## config.mk

```make
export PLATFORM = sky130hd
export DESIGN_NAME = sios_core
export DESIGN_NICKNAME = d
export VERILOG_FILES = /design/src/sios_pkg.sv /design/src/sios_core.sv
export SDC_FILE = /design/constraint.sdc
export NUM_CORES = 1
export LEC_CHECK = 0
export ABC_CLOCK_PERIOD_IN_PS = 31400
export BUFFER_PORTS_ARGS = -buffer_cell sky130_fd_sc_hd__buf_4
export CAP_MARGIN = 15
export CORE_ASPECT_RATIO = 0.6
export CORE_MARGIN = 10
export CORE_UTILIZATION = 40
export DETAILED_ROUTE_END_ITERATION = 16
export PLACE_DENSITY_LB_ADDON = 0.15
export SYNTH_ARGS = -nofsm -noshare
export SYNTH_HDL_FRONTEND = slang
export SYNTH_SLANG_ARGS = --single-unit
```

## constraint.sdc

```tcl
create_clock -name core_clk -period 31.4 [get_ports core_clk]
set_input_delay 6.28 -clock core_clk [delete_from_list [all_inputs] [get_ports core_clk]]
set_output_delay 6.28 -clock core_clk [all_outputs]
set_load 0.02 [all_outputs]
```

## src/sios_pkg.sv

```systemverilog
// Purpose: shared constants and types for the stepper i/o and status logic
// Assumes: 200 MHz core clock
// Notes: pwm and blink periods are derived from their rates here
`default_nettype none

package sios_pkg;

	// core clock
	localparam int CLK_HZ = 200_000_000;

	// winding pwm carrier
	localparam int PWM_HZ = 32_000;
	localparam int PWM_CYC = CLK_HZ / PWM_HZ;

	// microstep geometry: 64 microsteps per full step, 4 full steps per electrical turn
	localparam int USTEP_PER_FULL = 64;
	localparam int FULL_PER_TURN = 4;
	localparam int PHASE_W = 8;
	localparam logic [7:0] QUARTER_TURN = 8'h40;

	// encoder input limit and the least spacing of decoded edges at that rate
	localparam int ENC_MAX_HZ = 100_000;
	localparam int ENC_EDGE_CYC = CLK_HZ / (ENC_MAX_HZ * 4);
	localparam int ENC_CNT_W = 32;

	// digital channel positions
	localparam int CH_ENC_A = 0;
	localparam int CH_FREE_TWO = 1;
	localparam int CH_ENC_B = 2;
	localparam int CH_FREE_FOUR = 3;
	localparam int CH_NUM = 4;

	// status word bits shown on the fault indicator
	localparam logic [15:0] STW_WARN_MASK = 16'h0080;
	localparam logic [15:0] STW_ERR_MASK = 16'h0008;

	// indicator blink rate, half period in cycles
	localparam int BLINK_HZ = 2;
	localparam int BLINK_CYC = CLK_HZ / (2 * BLINK_HZ);

	// drive state as reported by the drive state machine
	typedef enum logic [1:0] {
		SIOS_DRV_OTHER = 2'b00,
		SIOS_DRV_SWITCHED_ON = 2'b01,
		SIOS_DRV_OP_ENABLED = 2'b11
	} sios_drv_e;

endpackage

`default_nettype wire

```

## src/sios_core.sv

```systemverilog
// Purpose: winding pwm, quadrature counter, free digital channels and status indicators
// Assumes: all inputs synchronous to core_clk; srst synchronous, active high
// Notes: the encoder count is only reported, never fed back into stepping
`default_nettype none

module sios_core
	import sios_pkg::*;
#(
	parameter int PWM_CYCLES = PWM_CYC,
	parameter int BLINK_CYCLES = BLINK_CYC,
	parameter int CNT_W = ENC_CNT_W
) (
	input wire logic core_clk, // core clock
	input wire logic srst, // synchronous reset
	input wire logic encoder_mode, // channels one and three used as encoder
	input wire logic enc_clear, // zero the encoder count
	input wire logic step_req, // advance one microstep
	input wire logic step_dir, // 1 forward, 0 backward
	input wire logic [1:0] drive_state, // drive state machine state
	input wire logic overheat, // power stage over temperature
	input wire logic overheat_ack, // release the shutdown once cool
	input wire logic bus_ok, // backplane communication works
	input wire logic module_err, // module status reports an error
	input wire logic signed [15:0] velocity_setpoint, // velocity setpoint
	input wire logic [15:0] status_word, // drive status word
	input wire logic [CH_NUM-1:0] dio_out_val, // user output levels
	input wire logic [CH_NUM-1:0] dio_drive, // user: 1 drives channel as output
	input wire logic [CH_NUM-1:0] ch_in, // channel pin levels
	output logic [CH_NUM-1:0] ch_out, // channel pin drive level
	output logic [CH_NUM-1:0] ch_oe_n, // channel pin enable, low drives
	output logic [CH_NUM-1:0] dio_in, // sampled channel levels for the user
	output logic signed [CNT_W-1:0] enc_count, // accumulated encoder count
	output logic winding_a_out_one, // winding A, connection one
	output logic winding_a_out_two, // winding A, connection two
	output logic winding_b_out_one, // winding B, connection one
	output logic winding_b_out_two, // winding B, connection two
	output logic stage_shutdown, // power stage held off
	output logic [PHASE_W-1:0] ustep_phase, // electrical microstep position
	output logic bus_led, // bus indicator
	output logic module_fault_led, // module fault indicator
	output logic drive_state_led, // power stage indicator
	output logic velocity_setpoint_led, // setpoint indicator
	output logic fault_led, // status word fault indicator
	output logic [CH_NUM-1:0] chan_led // channel indicators
);

	localparam int PWM_W = $clog2(PWM_CYCLES);
	localparam int BLK_W = $clog2(BLINK_CYCLES);

	// half sine over 128 positions by parabola, peak clipped to 8 bits
	function automatic logic [7:0] sios_half_sine(input logic [6:0] x);
		logic [13:0] p;
		p = 14'(x) * (14'd128 - 14'(x));
		sios_half_sine = (p[13:4] > 10'd255) ? 8'hff : p[11:4];
	endfunction

	// pwm compare level for a magnitude
	function automatic logic [PWM_W-1:0] sios_duty(input logic [7:0] mag);
		sios_duty = PWM_W'((32'(mag) * 32'(PWM_CYCLES)) >> 8);
	endfunction

	sios_drv_e drv;
	assign drv = sios_drv_e'(drive_state);

	// channel pins: encoder phases forced to inputs, the rest as the user asks
	logic [CH_NUM-1:0] in_r, in_nxt, prev_r, prev_nxt, out_r, out_nxt, oen_r, oen_nxt;
	logic [1:0] warm_r, warm_nxt;
	always_comb begin
		in_nxt = ch_in;
		prev_nxt = in_r;
		// edge history is trusted only once two real samples follow reset
		warm_nxt = {warm_r[0], 1'b1};
		out_nxt = dio_out_val;
		oen_nxt = ~dio_drive;
		if (encoder_mode) begin
			oen_nxt[CH_ENC_A] = 1'b1;
			oen_nxt[CH_ENC_B] = 1'b1;
			out_nxt[CH_ENC_A] = 1'b0;
			out_nxt[CH_ENC_B] = 1'b0;
		end
	end

	always_ff @(posedge core_clk) begin
		if (srst) begin
			in_r <= '0;
			prev_r <= '0;
			out_r <= '0;
			oen_r <= '1;
			warm_r <= 2'h0;
		end else begin
			warm_r <= warm_nxt;
			in_r <= in_nxt;
			prev_r <= prev_nxt;
			out_r <= out_nxt;
			oen_r <= oen_nxt;
		end
	end

	assign ch_out = out_r;
	assign ch_oe_n = oen_r;
	assign dio_in = in_r;

	// quadrature decode; at 200 MHz a 100 kHz fourfold edge rate leaves hundreds of samples
	logic pa, pb, ca, cb, enc_inc, enc_dec;
	logic signed [CNT_W-1:0] cnt_r, cnt_nxt;
	always_comb begin
		pa = prev_r[CH_ENC_A];
		pb = prev_r[CH_ENC_B];
		ca = in_r[CH_ENC_A];
		cb = in_r[CH_ENC_B];
		// a pin resting high through reset would otherwise look like an edge
		enc_inc = encoder_mode && warm_r[1] && ((ca ^ pa) ^ (cb ^ pb)) && (ca ^ pb);
		enc_dec = encoder_mode && warm_r[1] && ((ca ^ pa) ^ (cb ^ pb)) && !(ca ^ pb);
		cnt_nxt = cnt_r;
		if (enc_clear)
			cnt_nxt = '0;
		else if (enc_inc)
			cnt_nxt = cnt_r + CNT_W'(1);
		else if (enc_dec)
			cnt_nxt = cnt_r - CNT_W'(1);
	end

	always_ff @(posedge core_clk) begin
		if (srst)
			cnt_r <= '0;
		else
			cnt_r <= cnt_nxt;
	end

	assign enc_count = cnt_r;

	// overheat shutdown: held until cool and acknowledged; a fresh overheat wins
	logic shut_r, shut_nxt;
	always_comb begin
		shut_nxt = shut_r;
		if (overheat)
			shut_nxt = 1'b1;
		else if (overheat_ack)
			shut_nxt = 1'b0;
	end

	always_ff @(posedge core_clk) begin
		if (srst)
			shut_r <= 1'b0;
		else
			shut_r <= shut_nxt;
	end

	assign stage_shutdown = shut_r;

	// microstep position, moves only while operation is enabled and the stage is on
	logic run;
	logic [PHASE_W-1:0] ph_r, ph_nxt;
	assign run = (drv == SIOS_DRV_OP_ENABLED) && !shut_r && !overheat;
	always_comb begin
		ph_nxt = ph_r;
		if (run && step_req)
			ph_nxt = step_dir ? ph_r + 8'h01 : ph_r - 8'h01;
	end

	always_ff @(posedge core_clk) begin
		if (srst)
			ph_r <= '0;
		else
			ph_r <= ph_nxt;
	end

	assign ustep_phase = ph_r;

	// winding pwm: B leads A by a quarter turn; sign picks which side of the bridge switches
	logic [PWM_W-1:0] pwm_r, pwm_nxt;
	logic [PHASE_W-1:0] ph_b;
	logic on_a, on_b;
	logic [3:0] wind_r, wind_nxt;
	always_comb begin
		ph_b = ph_r + QUARTER_TURN;
		pwm_nxt = (pwm_r == PWM_W'(PWM_CYCLES - 1)) ? '0 : pwm_r + PWM_W'(1);
		on_a = pwm_r < sios_duty(sios_half_sine(ph_r[6:0]));
		on_b = pwm_r < sios_duty(sios_half_sine(ph_b[6:0]));
		wind_nxt[0] = on_a && !ph_r[7];
		wind_nxt[1] = on_a && ph_r[7];
		wind_nxt[2] = on_b && !ph_b[7];
		wind_nxt[3] = on_b && ph_b[7];
		// stage off cuts every switch at the clock edge that ends the cycle the fault is seen
		if (!run)
			wind_nxt = 4'h0;
	end

	always_ff @(posedge core_clk) begin
		if (srst) begin
			pwm_r <= '0;
			wind_r <= 4'h0;
		end else begin
			pwm_r <= pwm_nxt;
			wind_r <= wind_nxt;
		end
	end

	assign winding_a_out_one = wind_r[0];
	assign winding_a_out_two = wind_r[1];
	assign winding_b_out_one = wind_r[2];
	assign winding_b_out_two = wind_r[3];

	// blink source shared by the power and fault indicators
	logic [BLK_W-1:0] blk_cnt_r, blk_cnt_nxt;
	logic blink_r, blink_nxt;
	always_comb begin
		blk_cnt_nxt = blk_cnt_r + BLK_W'(1);
		blink_nxt = blink_r;
		if (blk_cnt_r == BLK_W'(BLINK_CYCLES - 1)) begin
			blk_cnt_nxt = '0;
			blink_nxt = !blink_r;
		end
	end

	always_ff @(posedge core_clk) begin
		if (srst) begin
			blk_cnt_r <= '0;
			blink_r <= 1'b0;
		end else begin
			blk_cnt_r <= blk_cnt_nxt;
			blink_r <= blink_nxt;
		end
	end

	// indicators: blinking marks the milder of two lit states
	logic [8:0] led_r, led_nxt;
	always_comb begin
		led_nxt[0] = bus_ok && !module_err;
		led_nxt[1] = module_err || !bus_ok;
		unique case (drv)
			SIOS_DRV_SWITCHED_ON: led_nxt[2] = blink_r;
			SIOS_DRV_OP_ENABLED: led_nxt[2] = 1'b1;
			default: led_nxt[2] = 1'b0;
		endcase
		led_nxt[3] = velocity_setpoint > 16'sh0000;
		if ((status_word & STW_ERR_MASK) != 16'h0000)
			led_nxt[4] = 1'b1;
		else if ((status_word & STW_WARN_MASK) != 16'h0000)
			led_nxt[4] = blink_r;
		else
			led_nxt[4] = 1'b0;
		led_nxt[8:5] = in_r;
	end

	always_ff @(posedge core_clk) begin
		if (srst)
			led_r <= '0;
		else
			led_r <= led_nxt;
	end

	assign bus_led = led_r[0];
	assign module_fault_led = led_r[1];
	assign drive_state_led = led_r[2];
	assign velocity_setpoint_led = led_r[3];
	assign fault_led = led_r[4];
	assign chan_led = led_r[8:5];

	enc_inputs_a: assert property (@(posedge core_clk) disable iff (srst)
		encoder_mode |=> ch_oe_n[CH_ENC_A] && ch_oe_n[CH_ENC_B])
		else $error("encoder channel driven in encoder mode");

	enc_count_a: assert property (@(posedge core_clk) disable iff (srst)
		$changed(ch_in[CH_ENC_A]) && $stable(ch_in[CH_ENC_B]) && encoder_mode
		&& $stable(encoder_mode) && !$past(srst) ##1 encoder_mode && !enc_clear
		|=> enc_count != $past(enc_count))
		else $error("single phase edge not counted");

	enc_dir_a: assert property (@(posedge core_clk) disable iff (srst)
		encoder_mode && !enc_clear && !$past(srst, 2) && (ca != pa) && (cb == pb)
		&& (ca != cb) |=> enc_count == $past(enc_count) + CNT_W'(1))
		else $error("forward edge did not count up");

	enc_both_a: assert property (@(posedge core_clk) disable iff (srst)
		(ca ^ pa) && (cb ^ pb) && !enc_clear |=> $stable(enc_count))
		else $error("double change altered the count");

	free_chan_a: assert property (@(posedge core_clk) disable iff (srst)
		dio_drive[CH_FREE_TWO] && dio_drive[CH_FREE_FOUR] |=>
		!ch_oe_n[CH_FREE_TWO] && !ch_oe_n[CH_FREE_FOUR])
		else $error("free channel not driven");

	ustep_a: assert property (@(posedge core_clk) disable iff (srst)
		run && step_req && step_dir |=> ustep_phase == $past(ustep_phase) + 8'h01)
		else $error("microstep did not advance");

	pair_a: assert property (@(posedge core_clk) disable iff (srst)
		!(winding_a_out_one && winding_a_out_two) && !(winding_b_out_one && winding_b_out_two))
		else $error("both sides of a bridge on");

	overheat_a: assert property (@(posedge core_clk) disable iff (srst)
		overheat |=> !winding_a_out_one && !winding_a_out_two && !winding_b_out_one
		&& !winding_b_out_two && stage_shutdown)
		else $error("power stage on while overheated");

	bus_led_a: assert property (@(posedge core_clk) disable iff (srst)
		!bus_ok |=> module_fault_led && !bus_led)
		else $error("bus indicators wrong without communication");

	drive_led_a: assert property (@(posedge core_clk) disable iff (srst)
		drv != SIOS_DRV_SWITCHED_ON && drv != SIOS_DRV_OP_ENABLED |=> !drive_state_led)
		else $error("power indicator lit in other state");

	setpoint_led_a: assert property (@(posedge core_clk) disable iff (srst)
		velocity_setpoint == 16'sh0000 |=> !velocity_setpoint_led)
		else $error("setpoint indicator lit at zero");

	fault_led_a: assert property (@(posedge core_clk) disable iff (srst)
		(status_word & STW_ERR_MASK) != 16'h0000 |=> fault_led)
		else $error("error bit not shown");

	chan_led_a: assert property (@(posedge core_clk) disable iff (srst)
		##1 1'b1 |=> chan_led == $past(ch_in, 2))
		else $error("channel indicator not following pin");

endmodule

`default_nettype wire

```

==> reports/metrics.json, run 1 <==
{
  "clkTransAtPathRegs": {"value": 0.08, "unit": "ns"},
  "global_route_total_usage_across_every_layer": {"value": 16.1, "unit": "%"},
  "maximum_number_of_pins_on_one_net_before_global_route_repair": {"value": 45},
  "dieArea": {"value": 37100, "unit": "um^2"},
  "number_of_hold_repair_buffers_added_at_the_cts_stage": {"value": 0},
  "cts_root_buf": {"value": "sky130_fd_sc_hd__clkbuf_16"},
  "yosys.area.top_type_share": {"value": 23.2, "unit": "%"},
  "groute.layer.met1.usage": {"value": 26.0, "unit": "%"},
  "cp_data_required_time": {"value": 31.70, "unit": "ns"},
  "critical_path.startpoint_type": {"value": "register"},
  "placement.io_buffers": {"value": 107},
  "worst_clock_skew": {"value": 0.0113, "unit": "ns"},
  "first_global_vias": {"value": 9200},
  "drtIter0Drc": {"value": 639},
  "maximum_capacitance_violations": {"value": 0},
  "achievable-frequency": {"value": 84.2, "unit": "MHz"},
  "placeableCoreArea": {"value": 28900, "unit": "um^2"},
  "max_slew_margin": {"value": 41.0, "unit": "%"},
  "clock_latency": {"value": 0.37, "unit": "ns"},
  "timing.critical_path.to_type": {"value": "register"},
  "die_height": {"value": 153, "unit": "um"},
  "report.final.hold_viol_count": {"value": 0},
  "cts_max_path_buffers": {"value": 2},
  "clock_tree_from_tritoncts": {"value": "yes"},
  "clkPwrFrac": {"value": 11.3, "unit": "%"},
  "seq_area_frac_synth": {"value": 18.2, "unit": "%"},
  "synthToLayoutAreaGrowth": {"value": 13.3, "unit": "%"},
  "finalWorstPathRequiredPeriod": {"value": 11.88, "unit": "ns"},
  "std_cell_rows": {"value": 48},
  "postSynth.asyncResetShare": {"value": 0, "unit": "%"},
  "post_cts_repair_setup_buffers": {"value": 0},
  "grt_use_met3": {"value": 2.51, "unit": "%"},
  "initial_core_util": {"value": 40.9, "unit": "%"},
  "hold_slack": {"value": 0.440, "unit": "ns"},
  "synth-edff-count": {"value": 0},
  "place.gp.congestion": {"value": 0.827},
  "ir_worst_vdd": {"value": 0.0815, "unit": "mV"},
  "cts_buffers": {"value": 9},
  "dr_total_vias": {"value": 9667},
  "postSynthCellCount": {"value": 1373},
  "count_of_instances_resized_after_the_clock_tree_is_built": {"value": 0},
  "insertedDiodeCount": {"value": 0},
  "critical_path.max_stage_delay": {"value": 0.64, "unit": "ns"},
  "grt_pass1_wl": {"value": 50100, "unit": "um"},
  "reg2regPathDepth": {"value": 43},
  "hold-path-cell-count": {"value": 1},
  "area.sequential": {"value": 2160, "unit": "um^2"},
  "critPathBufInv": {"value": 5},
  "tightestPinTransition": {"value": 0.879, "unit": "ns"},
  "postRouteAntennaNets": {"value": 0},
  "report.final.setup_viol": {"value": 0},
  "final.period_utilization": {"value": 37.8, "unit": "%"},
  "grt_antenna_before_repair": {"value": 0},
  "cell_area_after_synthesis": {"value": 11800, "unit": "um^2"},
  "hp-start": {"value": "warm_r[0]$_DFF_P_"},
  "worst-setup-path-type": {"value": "register to register"},
  "combPwrFrac": {"value": 75.2, "unit": "%"},
  "min_delay_worst_type": {"value": "register to register"},
  "worst_path_dominant_cell_family": {"value": "adder cells"},
  "synth.top_cells.by_area": {"value": "sky130_fd_sc_hd__ha_1, sky130_fd_sc_hd__dfxtp_1, sky130_fd_sc_hd__fa_1, sky130_fd_sc_hd__xnor2_1, sky130_fd_sc_hd__a21oi_1"},
  "slew_viol_final": {"value": 0},
  "avgSynthCellArea": {"value": 8.63, "unit": "um^2"},
  "mostFrequentLayoutCells": {"value": "sky130_fd_sc_hd__ha_1, sky130_fd_sc_hd__nor2_1, sky130_fd_sc_hd__inv_1"},
  "crit_slowest_cell": {"value": "sky130_fd_sc_hd__dfxtp_1"},
  "status": {"value": "completed"},
  "setup.worst_path.start": {"value": "ustep_phase[0]$_SDFFE_PP0P_"},
  "grt_setup_unrepaired": {"value": "no"},
  "power.internal": {"value": 0.554, "unit": "mW"},
  "multi_input_area": {"value": 9140, "unit": "um^2"},
  "static-leakage-power": {"value": 6.72, "unit": "nW"},
  "critPathMaxFanout": {"value": 13},
  "fin_tns_setup": {"value": 0, "unit": "ns"},
  "drc_violation_count_after_routing": {"value": 0},
  "die_x": {"value": 242, "unit": "um"},
  "critical-path-top-cell-by-count": {"value": "sky130_fd_sc_hd__ha_1"},
  "fin_nets": {"value": 1823},
  "numClockSinks": {"value": 108},
  "avgRoutedWirePerCell": {"value": 15.9, "unit": "um"},
  "globalRouteOverflowTotal": {"value": 0},
  "crit_arrival": {"value": 12.18, "unit": "ns"},
  "yosys_warnings": {"value": 0},
  "sw_frac_of_total": {"value": 47.8, "unit": "%"},
  "grt-busiest-layer": {"value": "met1"},
  "power_density": {"value": 79.1, "unit": "nW/um^2"},
  "reg2reg_setup_slack": {"value": 19.52, "unit": "ns"},
  "via_per_inst": {"value": 5.14},
  "h_tree_lvls": {"value": 3},
  "dp_hpwl": {"value": 24800, "unit": "um"},
  "post_route_cells_drive_above_1_share": {"value": 10.1, "unit": "%"},
  "synth_seq_cells": {"value": 108},
  "layout.cells.most_common": {"value": "sky130_fd_sc_hd__ha_1"},
  "fillerInstances": {"value": 2883},
  "r2r-start": {"value": "ustep_phase[0]$_SDFFE_PP0P_"},
  "grt.met2_usage": {"value": 21.7, "unit": "%"},
  "power.net_switching": {"value": 0.508, "unit": "mW"},
  "share_of_total_power_in_sequential_cells": {"value": 13.5, "unit": "%"},
  "rr_endpoint": {"value": "wind_r[2]$_SDFF_PP0_"},
  "synth_flop_cell": {"value": "sky130_fd_sc_hd__dfxtp_1"},
  "synth_top_area_cell": {"value": "sky130_fd_sc_hd__ha_1"},
  "postRouteWirelength": {"value": 29900, "unit": "um"},
  "min_delay_worst_endpoint": {"value": "warm_r[1]$_SDFF_PP0_"},
  "detailedRoute.firstPassIterationCount": {"value": 5},
  "synth.lib_cells_used.distinct": {"value": 66},
  "boundaryPins": {"value": 122}
}
-- worst max-delay path by stage --
stage / to / slack [ns] / cells past startpoint
2_1_floorplan: wind_r[3]$_SDFF_PP0_ / 21.00 / 43
3_3_place_gp: wind_r[3]$_SDFF_PP0_ / 19.59 / 43
3_5_place_dp: wind_r[2]$_SDFF_PP0_ / 19.53 / 43
4_1_cts: wind_r[2]$_SDFF_PP0_ / 19.47 / 43
5_1_grt: wind_r[2]$_SDFF_PP0_ / 18.70 / 43
6_report: wind_r[2]$_SDFF_PP0_ / 19.52 / 43
-- sequential cells by signal, indices dropped and copies added, names as in the netlist --
register and cells:
enc_count 32, blk_cnt_r 26, pwm_r 13, ustep_phase 8
led_r 7, ch_oe_n 4, ch_out 4, dio_in 4
wind_r 4, prev_r 2, warm_r 2, blink_r 1
stage_shutdown 1
-- Yosys cell counts (3+ instances only) --
| master | count |
|---|---|
| sky130_fd_sc_hd__buf_4 | 4 |
| sky130_fd_sc_hd__nor3b_1 | 8 |
| sky130_fd_sc_hd__a311oi_1 | 4 |
| sky130_fd_sc_hd__buf_1 | 3 |
| sky130_fd_sc_hd__nand2_1 | 81 |
| sky130_fd_sc_hd__a21oi_1 | 99 |
| sky130_fd_sc_hd__and4_1 | 4 |
| sky130_fd_sc_hd__nor2b_1 | 33 |
| sky130_fd_sc_hd__nand3b_1 | 4 |
| sky130_fd_sc_hd__a21o_1 | 52 |
| sky130_fd_sc_hd__or2_2 | 7 |
| sky130_fd_sc_hd__o41ai_2 | 3 |
| sky130_fd_sc_hd__nand4_1 | 18 |
| sky130_fd_sc_hd__o21ai_1 | 3 |
| sky130_fd_sc_hd__o211ai_1 | 3 |
| sky130_fd_sc_hd__nand2b_1 | 14 |
| sky130_fd_sc_hd__nor4_1 | 6 |
| sky130_fd_sc_hd__clkbuf_1 | 22 |
| sky130_fd_sc_hd__xor2_1 | 53 |
| sky130_fd_sc_hd__o21bai_1 | 12 |
| sky130_fd_sc_hd__ha_1 | 220 |
| sky130_fd_sc_hd__o21ai_0 | 34 |
| sky130_fd_sc_hd__o41ai_1 | 4 |
| sky130_fd_sc_hd__inv_1 | 120 |
| sky130_fd_sc_hd__fa_1 | 70 |
| sky130_fd_sc_hd__a31o_2 | 3 |
| sky130_fd_sc_hd__and2_1 | 21 |
| sky130_fd_sc_hd__dfxtp_1 | 108 |
| sky130_fd_sc_hd__mux2i_1 | 8 |
| sky130_fd_sc_hd__nand3_1 | 56 |
| sky130_fd_sc_hd__o22ai_1 | 4 |
| sky130_fd_sc_hd__a31oi_1 | 10 |
| sky130_fd_sc_hd__nor2_1 | 132 |
| sky130_fd_sc_hd__nor3_1 | 19 |
| sky130_fd_sc_hd__or3_1 | 13 |
| sky130_fd_sc_hd__xnor2_1 | 58 |
| sky130_fd_sc_hd__and3_1 | 14 |
| sky130_fd_sc_hd__o21a_1 | 4 |
| sky130_fd_sc_hd__a211oi_1 | 9 |
-- metrics by stage --
stage	instances	total power, mW	util (%)	instance area [um^2]	setup WS [ns]
after floorplan	1384	0.776	-	11900	21.00
after global placement	1865	0.933	45.2	13100	19.59
after detailed placement	1865	0.941	45.2	13100	19.53
after CTS	1881	1.07	46.3	13400	19.47
after global routing	1882	1.20	46.4	13400	18.70
final	1882	1.06	46.4	13400	19.52
-- power groups by stage --
stage / logic [mW] / registers [mW] / clock network [mW]
after CTS: 0.805 / 0.143 / 0.125
after floorplan: 0.628 / 0.148 / 0
after global routing: 0.930 / 0.144 / 0.130
after global placement: 0.786 / 0.147 / 0
final: 0.799 / 0.143 / 0.120
after detailed placement: 0.794 / 0.147 / 0
-- per-layer routing --
layer,vias to the layer above,share of wire [%]
li1,4971,-
met1,4509,58
met2,178,37
met3,9,4.2
met4,0,0.60
met5,-,0
-- final cells by class --
cell class	count	share of cell area (%)
clock buffers	9	1.68
flip-flops and latches	108	16.1
clock inverters	7	0.681
multi-input cells	1124	68.1
well taps	400	3.73
inverters	122	3.41
repair buffers	112	6.27
-- kinds of logic after synthesis --
family	synth area share [%]
muxes	0.676
buffers and inverters	5.01
xor gates and xnor gates	8.21
and+or+nand+nor	18.4
DFF	18.2
adders and majority gates	35.1
other	0.0317
AOI/OAI and AO/OA	14.4
No activity file was read; power rests on OpenSTA's default activity.
==> run 2, diff against run 1 <==
ABC_CLOCK_PERIOD_IN_PS = 10700   (was 31400)
clock period = 10.7 ns   (was 31.4 ns; I/O delays follow)
==> reports/metrics.json, run 2 (synthesized netlist as in run 1, its figures left out) <==
{
  "dpl-instance-area": {"value": 13300, "unit": "um^2", "change": "+1.3%"},
  "multi_input_area": {"value": 9240, "unit": "um^2", "change": "+1.0%"},
  "reg2regPathDepth": {"value": 44, "change": "+2.3%"},
  "detailedRoute.firstPassIterationCount": {"value": 5, "change": "unchanged"},
  "cp_data_required_time": {"value": 11.01, "unit": "ns", "change": "-20.69 ns"},
  "maximum_number_of_pins_on_one_net_before_global_route_repair": {"value": 44, "change": "-2.2%"},
  "hold-path-cell-count": {"value": 1, "change": "unchanged"},
  "critical_path_depth": {"value": 44, "change": "+2.3%"},
  "critPathBufInv": {"value": 7, "change": "+2"},
  "power": {"value": 3.22, "unit": "mW", "change": "+200%"},
  "critPathMaxFanout": {"value": 6, "change": "-7"},
  "postRouteAntennaNets": {"value": 0, "change": "unchanged"},
  "worst_clock_skew": {"value": 0.00916, "unit": "ns", "change": "-0.00209 ns"},
  "postRouteWirelength": {"value": 30300, "unit": "um", "change": "+1.1%"},
  "final.period_utilization": {"value": 95.8, "unit": "%", "change": "+58 points"},
  "dr_total_vias": {"value": 9786, "change": "+1.2%"},
  "critical-path-top-cell-by-count": {"value": "sky130_fd_sc_hd__ha_1"},
  "global_route_total_usage_across_every_layer": {"value": 15.9, "unit": "%", "change": "-0.22 points"},
  "fillerInstances": {"value": 2896, "change": "+0.45%"},
  "critical_path.max_stage_delay": {"value": 0.55, "unit": "ns", "change": "-0.09 ns"},
  "mostFrequentLayoutCells": {"value": "sky130_fd_sc_hd__ha_1, sky130_fd_sc_hd__buf_4, sky130_fd_sc_hd__nor2_1"},
  "report.final.hold_viol_count": {"value": 0, "change": "unchanged"},
  "clkTransAtPathRegs": {"value": 0.08, "unit": "ns", "change": "about the same"},
  "first_global_vias": {"value": 8919, "change": "-3.1%"},
  "clock_latency": {"value": 0.37, "unit": "ns", "change": "about the same"},
  "avgRoutedWirePerCell": {"value": 15.9, "unit": "um", "change": "-0.24%"},
  "power_density": {"value": 235, "unit": "nW/um^2", "change": "+200%"},
  "cts_max_path_buffers": {"value": 2, "change": "unchanged"},
  "h_tree_lvls": {"value": 3, "change": "unchanged"},
  "placement.io_buffers": {"value": 107, "change": "unchanged"},
  "static-leakage-power": {"value": 6.86, "unit": "nW", "change": "+2.1%"},
  "max_slew_margin": {"value": 39.2, "unit": "%", "change": "-1.8 points"},
  "finalInstanceArea": {"value": 13700, "unit": "um^2", "change": "+1.8%"},
  "cts_root_buf": {"value": "sky130_fd_sc_hd__clkbuf_16"},
  "placeableCoreArea": {"value": 28900, "unit": "um^2", "change": "unchanged"},
  "dp_hpwl": {"value": 25200, "unit": "um", "change": "+1.7%"},
  "area.sequential": {"value": 2160, "unit": "um^2", "change": "unchanged"},
  "worst_path_dominant_cell_family": {"value": "adder cells"},
  "status": {"value": "completed"},
  "boundaryPins": {"value": 122, "change": "unchanged"},
  "die_height": {"value": 153, "unit": "um", "change": "unchanged"},
  "place.gp.congestion": {"value": 0.837, "change": "+1.1%"},
  "fin_tns_setup": {"value": 0, "unit": "ns", "change": "unchanged"},
  "dieArea": {"value": 37100, "unit": "um^2", "change": "unchanged"},
  "drtIter0Drc": {"value": 739, "change": "+16%"},
  "timing.critical_path.to_type": {"value": "register"},
  "globalRouteOverflowTotal": {"value": 0, "change": "unchanged"},
  "die_x": {"value": 242, "unit": "um", "change": "unchanged"},
  "finalWorstPathRequiredPeriod": {"value": 10.25, "unit": "ns", "change": "-1.63 ns"},
  "numClockSinks": {"value": 108, "change": "unchanged"},
  "insertedDiodeCount": {"value": 0, "change": "unchanged"},
  "ir_worst_vdd": {"value": 0.252, "unit": "mV", "change": "+210%"},
  "achievable-frequency": {"value": 97.5, "unit": "MHz", "change": "+16%"},
  "number_of_hold_repair_buffers_added_at_the_cts_stage": {"value": 0, "change": "unchanged"},
  "tightestPinTransition": {"value": 0.906, "unit": "ns", "change": "+0.0266 ns"},
  "fin_nets": {"value": 1848, "change": "+1.4%"},
  "std_cell_rows": {"value": 48, "change": "unchanged"},
  "grt_antenna_before_repair": {"value": 0, "change": "unchanged"},
  "layout.cells.most_common": {"value": "sky130_fd_sc_hd__ha_1"},
  "via_per_inst": {"value": 5.13, "change": "about the same"},
  "cts_buffers": {"value": 9, "change": "unchanged"},
  "slew_viol_final": {"value": 0, "change": "unchanged"},
  "report.final.setup_viol": {"value": 0, "change": "unchanged"},
  "crit_arrival": {"value": 10.56, "unit": "ns", "change": "-1.62 ns"},
  "flip_flop_count_of_the_largest_register_all_copies_and_words_added": {"value": 32, "change": "unchanged"},
  "synthToLayoutAreaGrowth": {"value": 15.4, "unit": "%"},
  "initial_core_util": {"value": 40.9, "unit": "%", "change": "unchanged"},
  "grt_setup_unrepaired": {"value": "yes"},
  "min_delay_worst_type": {"value": "register to register"},
  "post_route_cells_drive_above_1_share": {"value": 12.5, "unit": "%", "change": "+2.4 points"},
  "maximum_capacitance_violations": {"value": 0, "change": "unchanged"},
  "clock_tree_from_tritoncts": {"value": "yes"},
  "hold_slack": {"value": 0.444, "unit": "ns", "change": "+0.00385 ns"},
  "critical_path.startpoint_type": {"value": "register"},
  "worst-setup-path-type": {"value": "register to register"},
  "crit_slowest_cell": {"value": "sky130_fd_sc_hd__fa_1"},
  "drc_violation_count_after_routing": {"value": 0, "change": "unchanged"},
  "grt_pass1_wl": {"value": 49100, "unit": "um", "change": "-1.8%"}
}
==> run 2: cell count changes in the layout (fill, tap and decap cells not counted), moves of 3 or more <==
cell	previous run	this run
sky130_fd_sc_hd__o21ai_0	34	30
sky130_fd_sc_hd__clkinv_8	3	0
sky130_fd_sc_hd__buf_4	112	137
sky130_fd_sc_hd__o21ai_1	3	7
==> run 2: metrics by stage <==
step                util (%)  cells  worst slack [ns]
finish                  47.2   1907             0.448
global route            47.2   1907           -0.0536
CTS                     46.8   1903            0.0372
detailed placement      45.8   1887           0.00428
global placement        45.8   1886             0.129
floorplan                  -   1384             0.301
==> run 2: layout make-up <==
class	instances	share of cell area (%)
timing repair buffer	137	7.53
multi-input combinational	1124	67.6
inverter	122	3.35
tap	400	3.66
sequential	108	15.8
clock buffer	10	1.68
clock inverter	6	0.394
==> run 2: layer usage <==
metal / track usage [%] / share of wire, %
met5: 0 / 0
met2: 20.6 / 37
met3: 3.05 / 5.3
met1: 26.0 / 57
met4: 2.33 / 0.71
==> run 2: worst paths after layout <==
kind,startpoint,end,slack [ns]
worst max-delay path,ustep_phase[0]$_SDFFE_PP0P_,wind_r[1]$_SDFF_PP0_,0.45
worst min-delay path,warm_r[0]$_DFF_P_,warm_r[1]$_SDFF_PP0_,0.44
worst max register to register,ustep_phase[0]$_SDFFE_PP0P_,wind_r[1]$_SDFF_PP0_,0.45
worst min register to register,warm_r[0]$_DFF_P_,warm_r[1]$_SDFF_PP0_,0.44
==> run 2: report_power, final <==
part,internal [mW],switching [mW],leakage [nW]
Combinational,1.09,1.38,5.84
Clock,0.163,0.167,0.141
Sequential,0.411,0.00819,0.878
Total,1.66,1.55,6.86
==> run 2: timing repair <==
action | CTS | global route
setup endpoints to repair | 2 | 4
setup buffers | 0 | 4
cloned | 0 | 0
resized for setup | 1 | 22
endpoints found under the hold margin | 0 | 0
pin swaps | 0 | 8
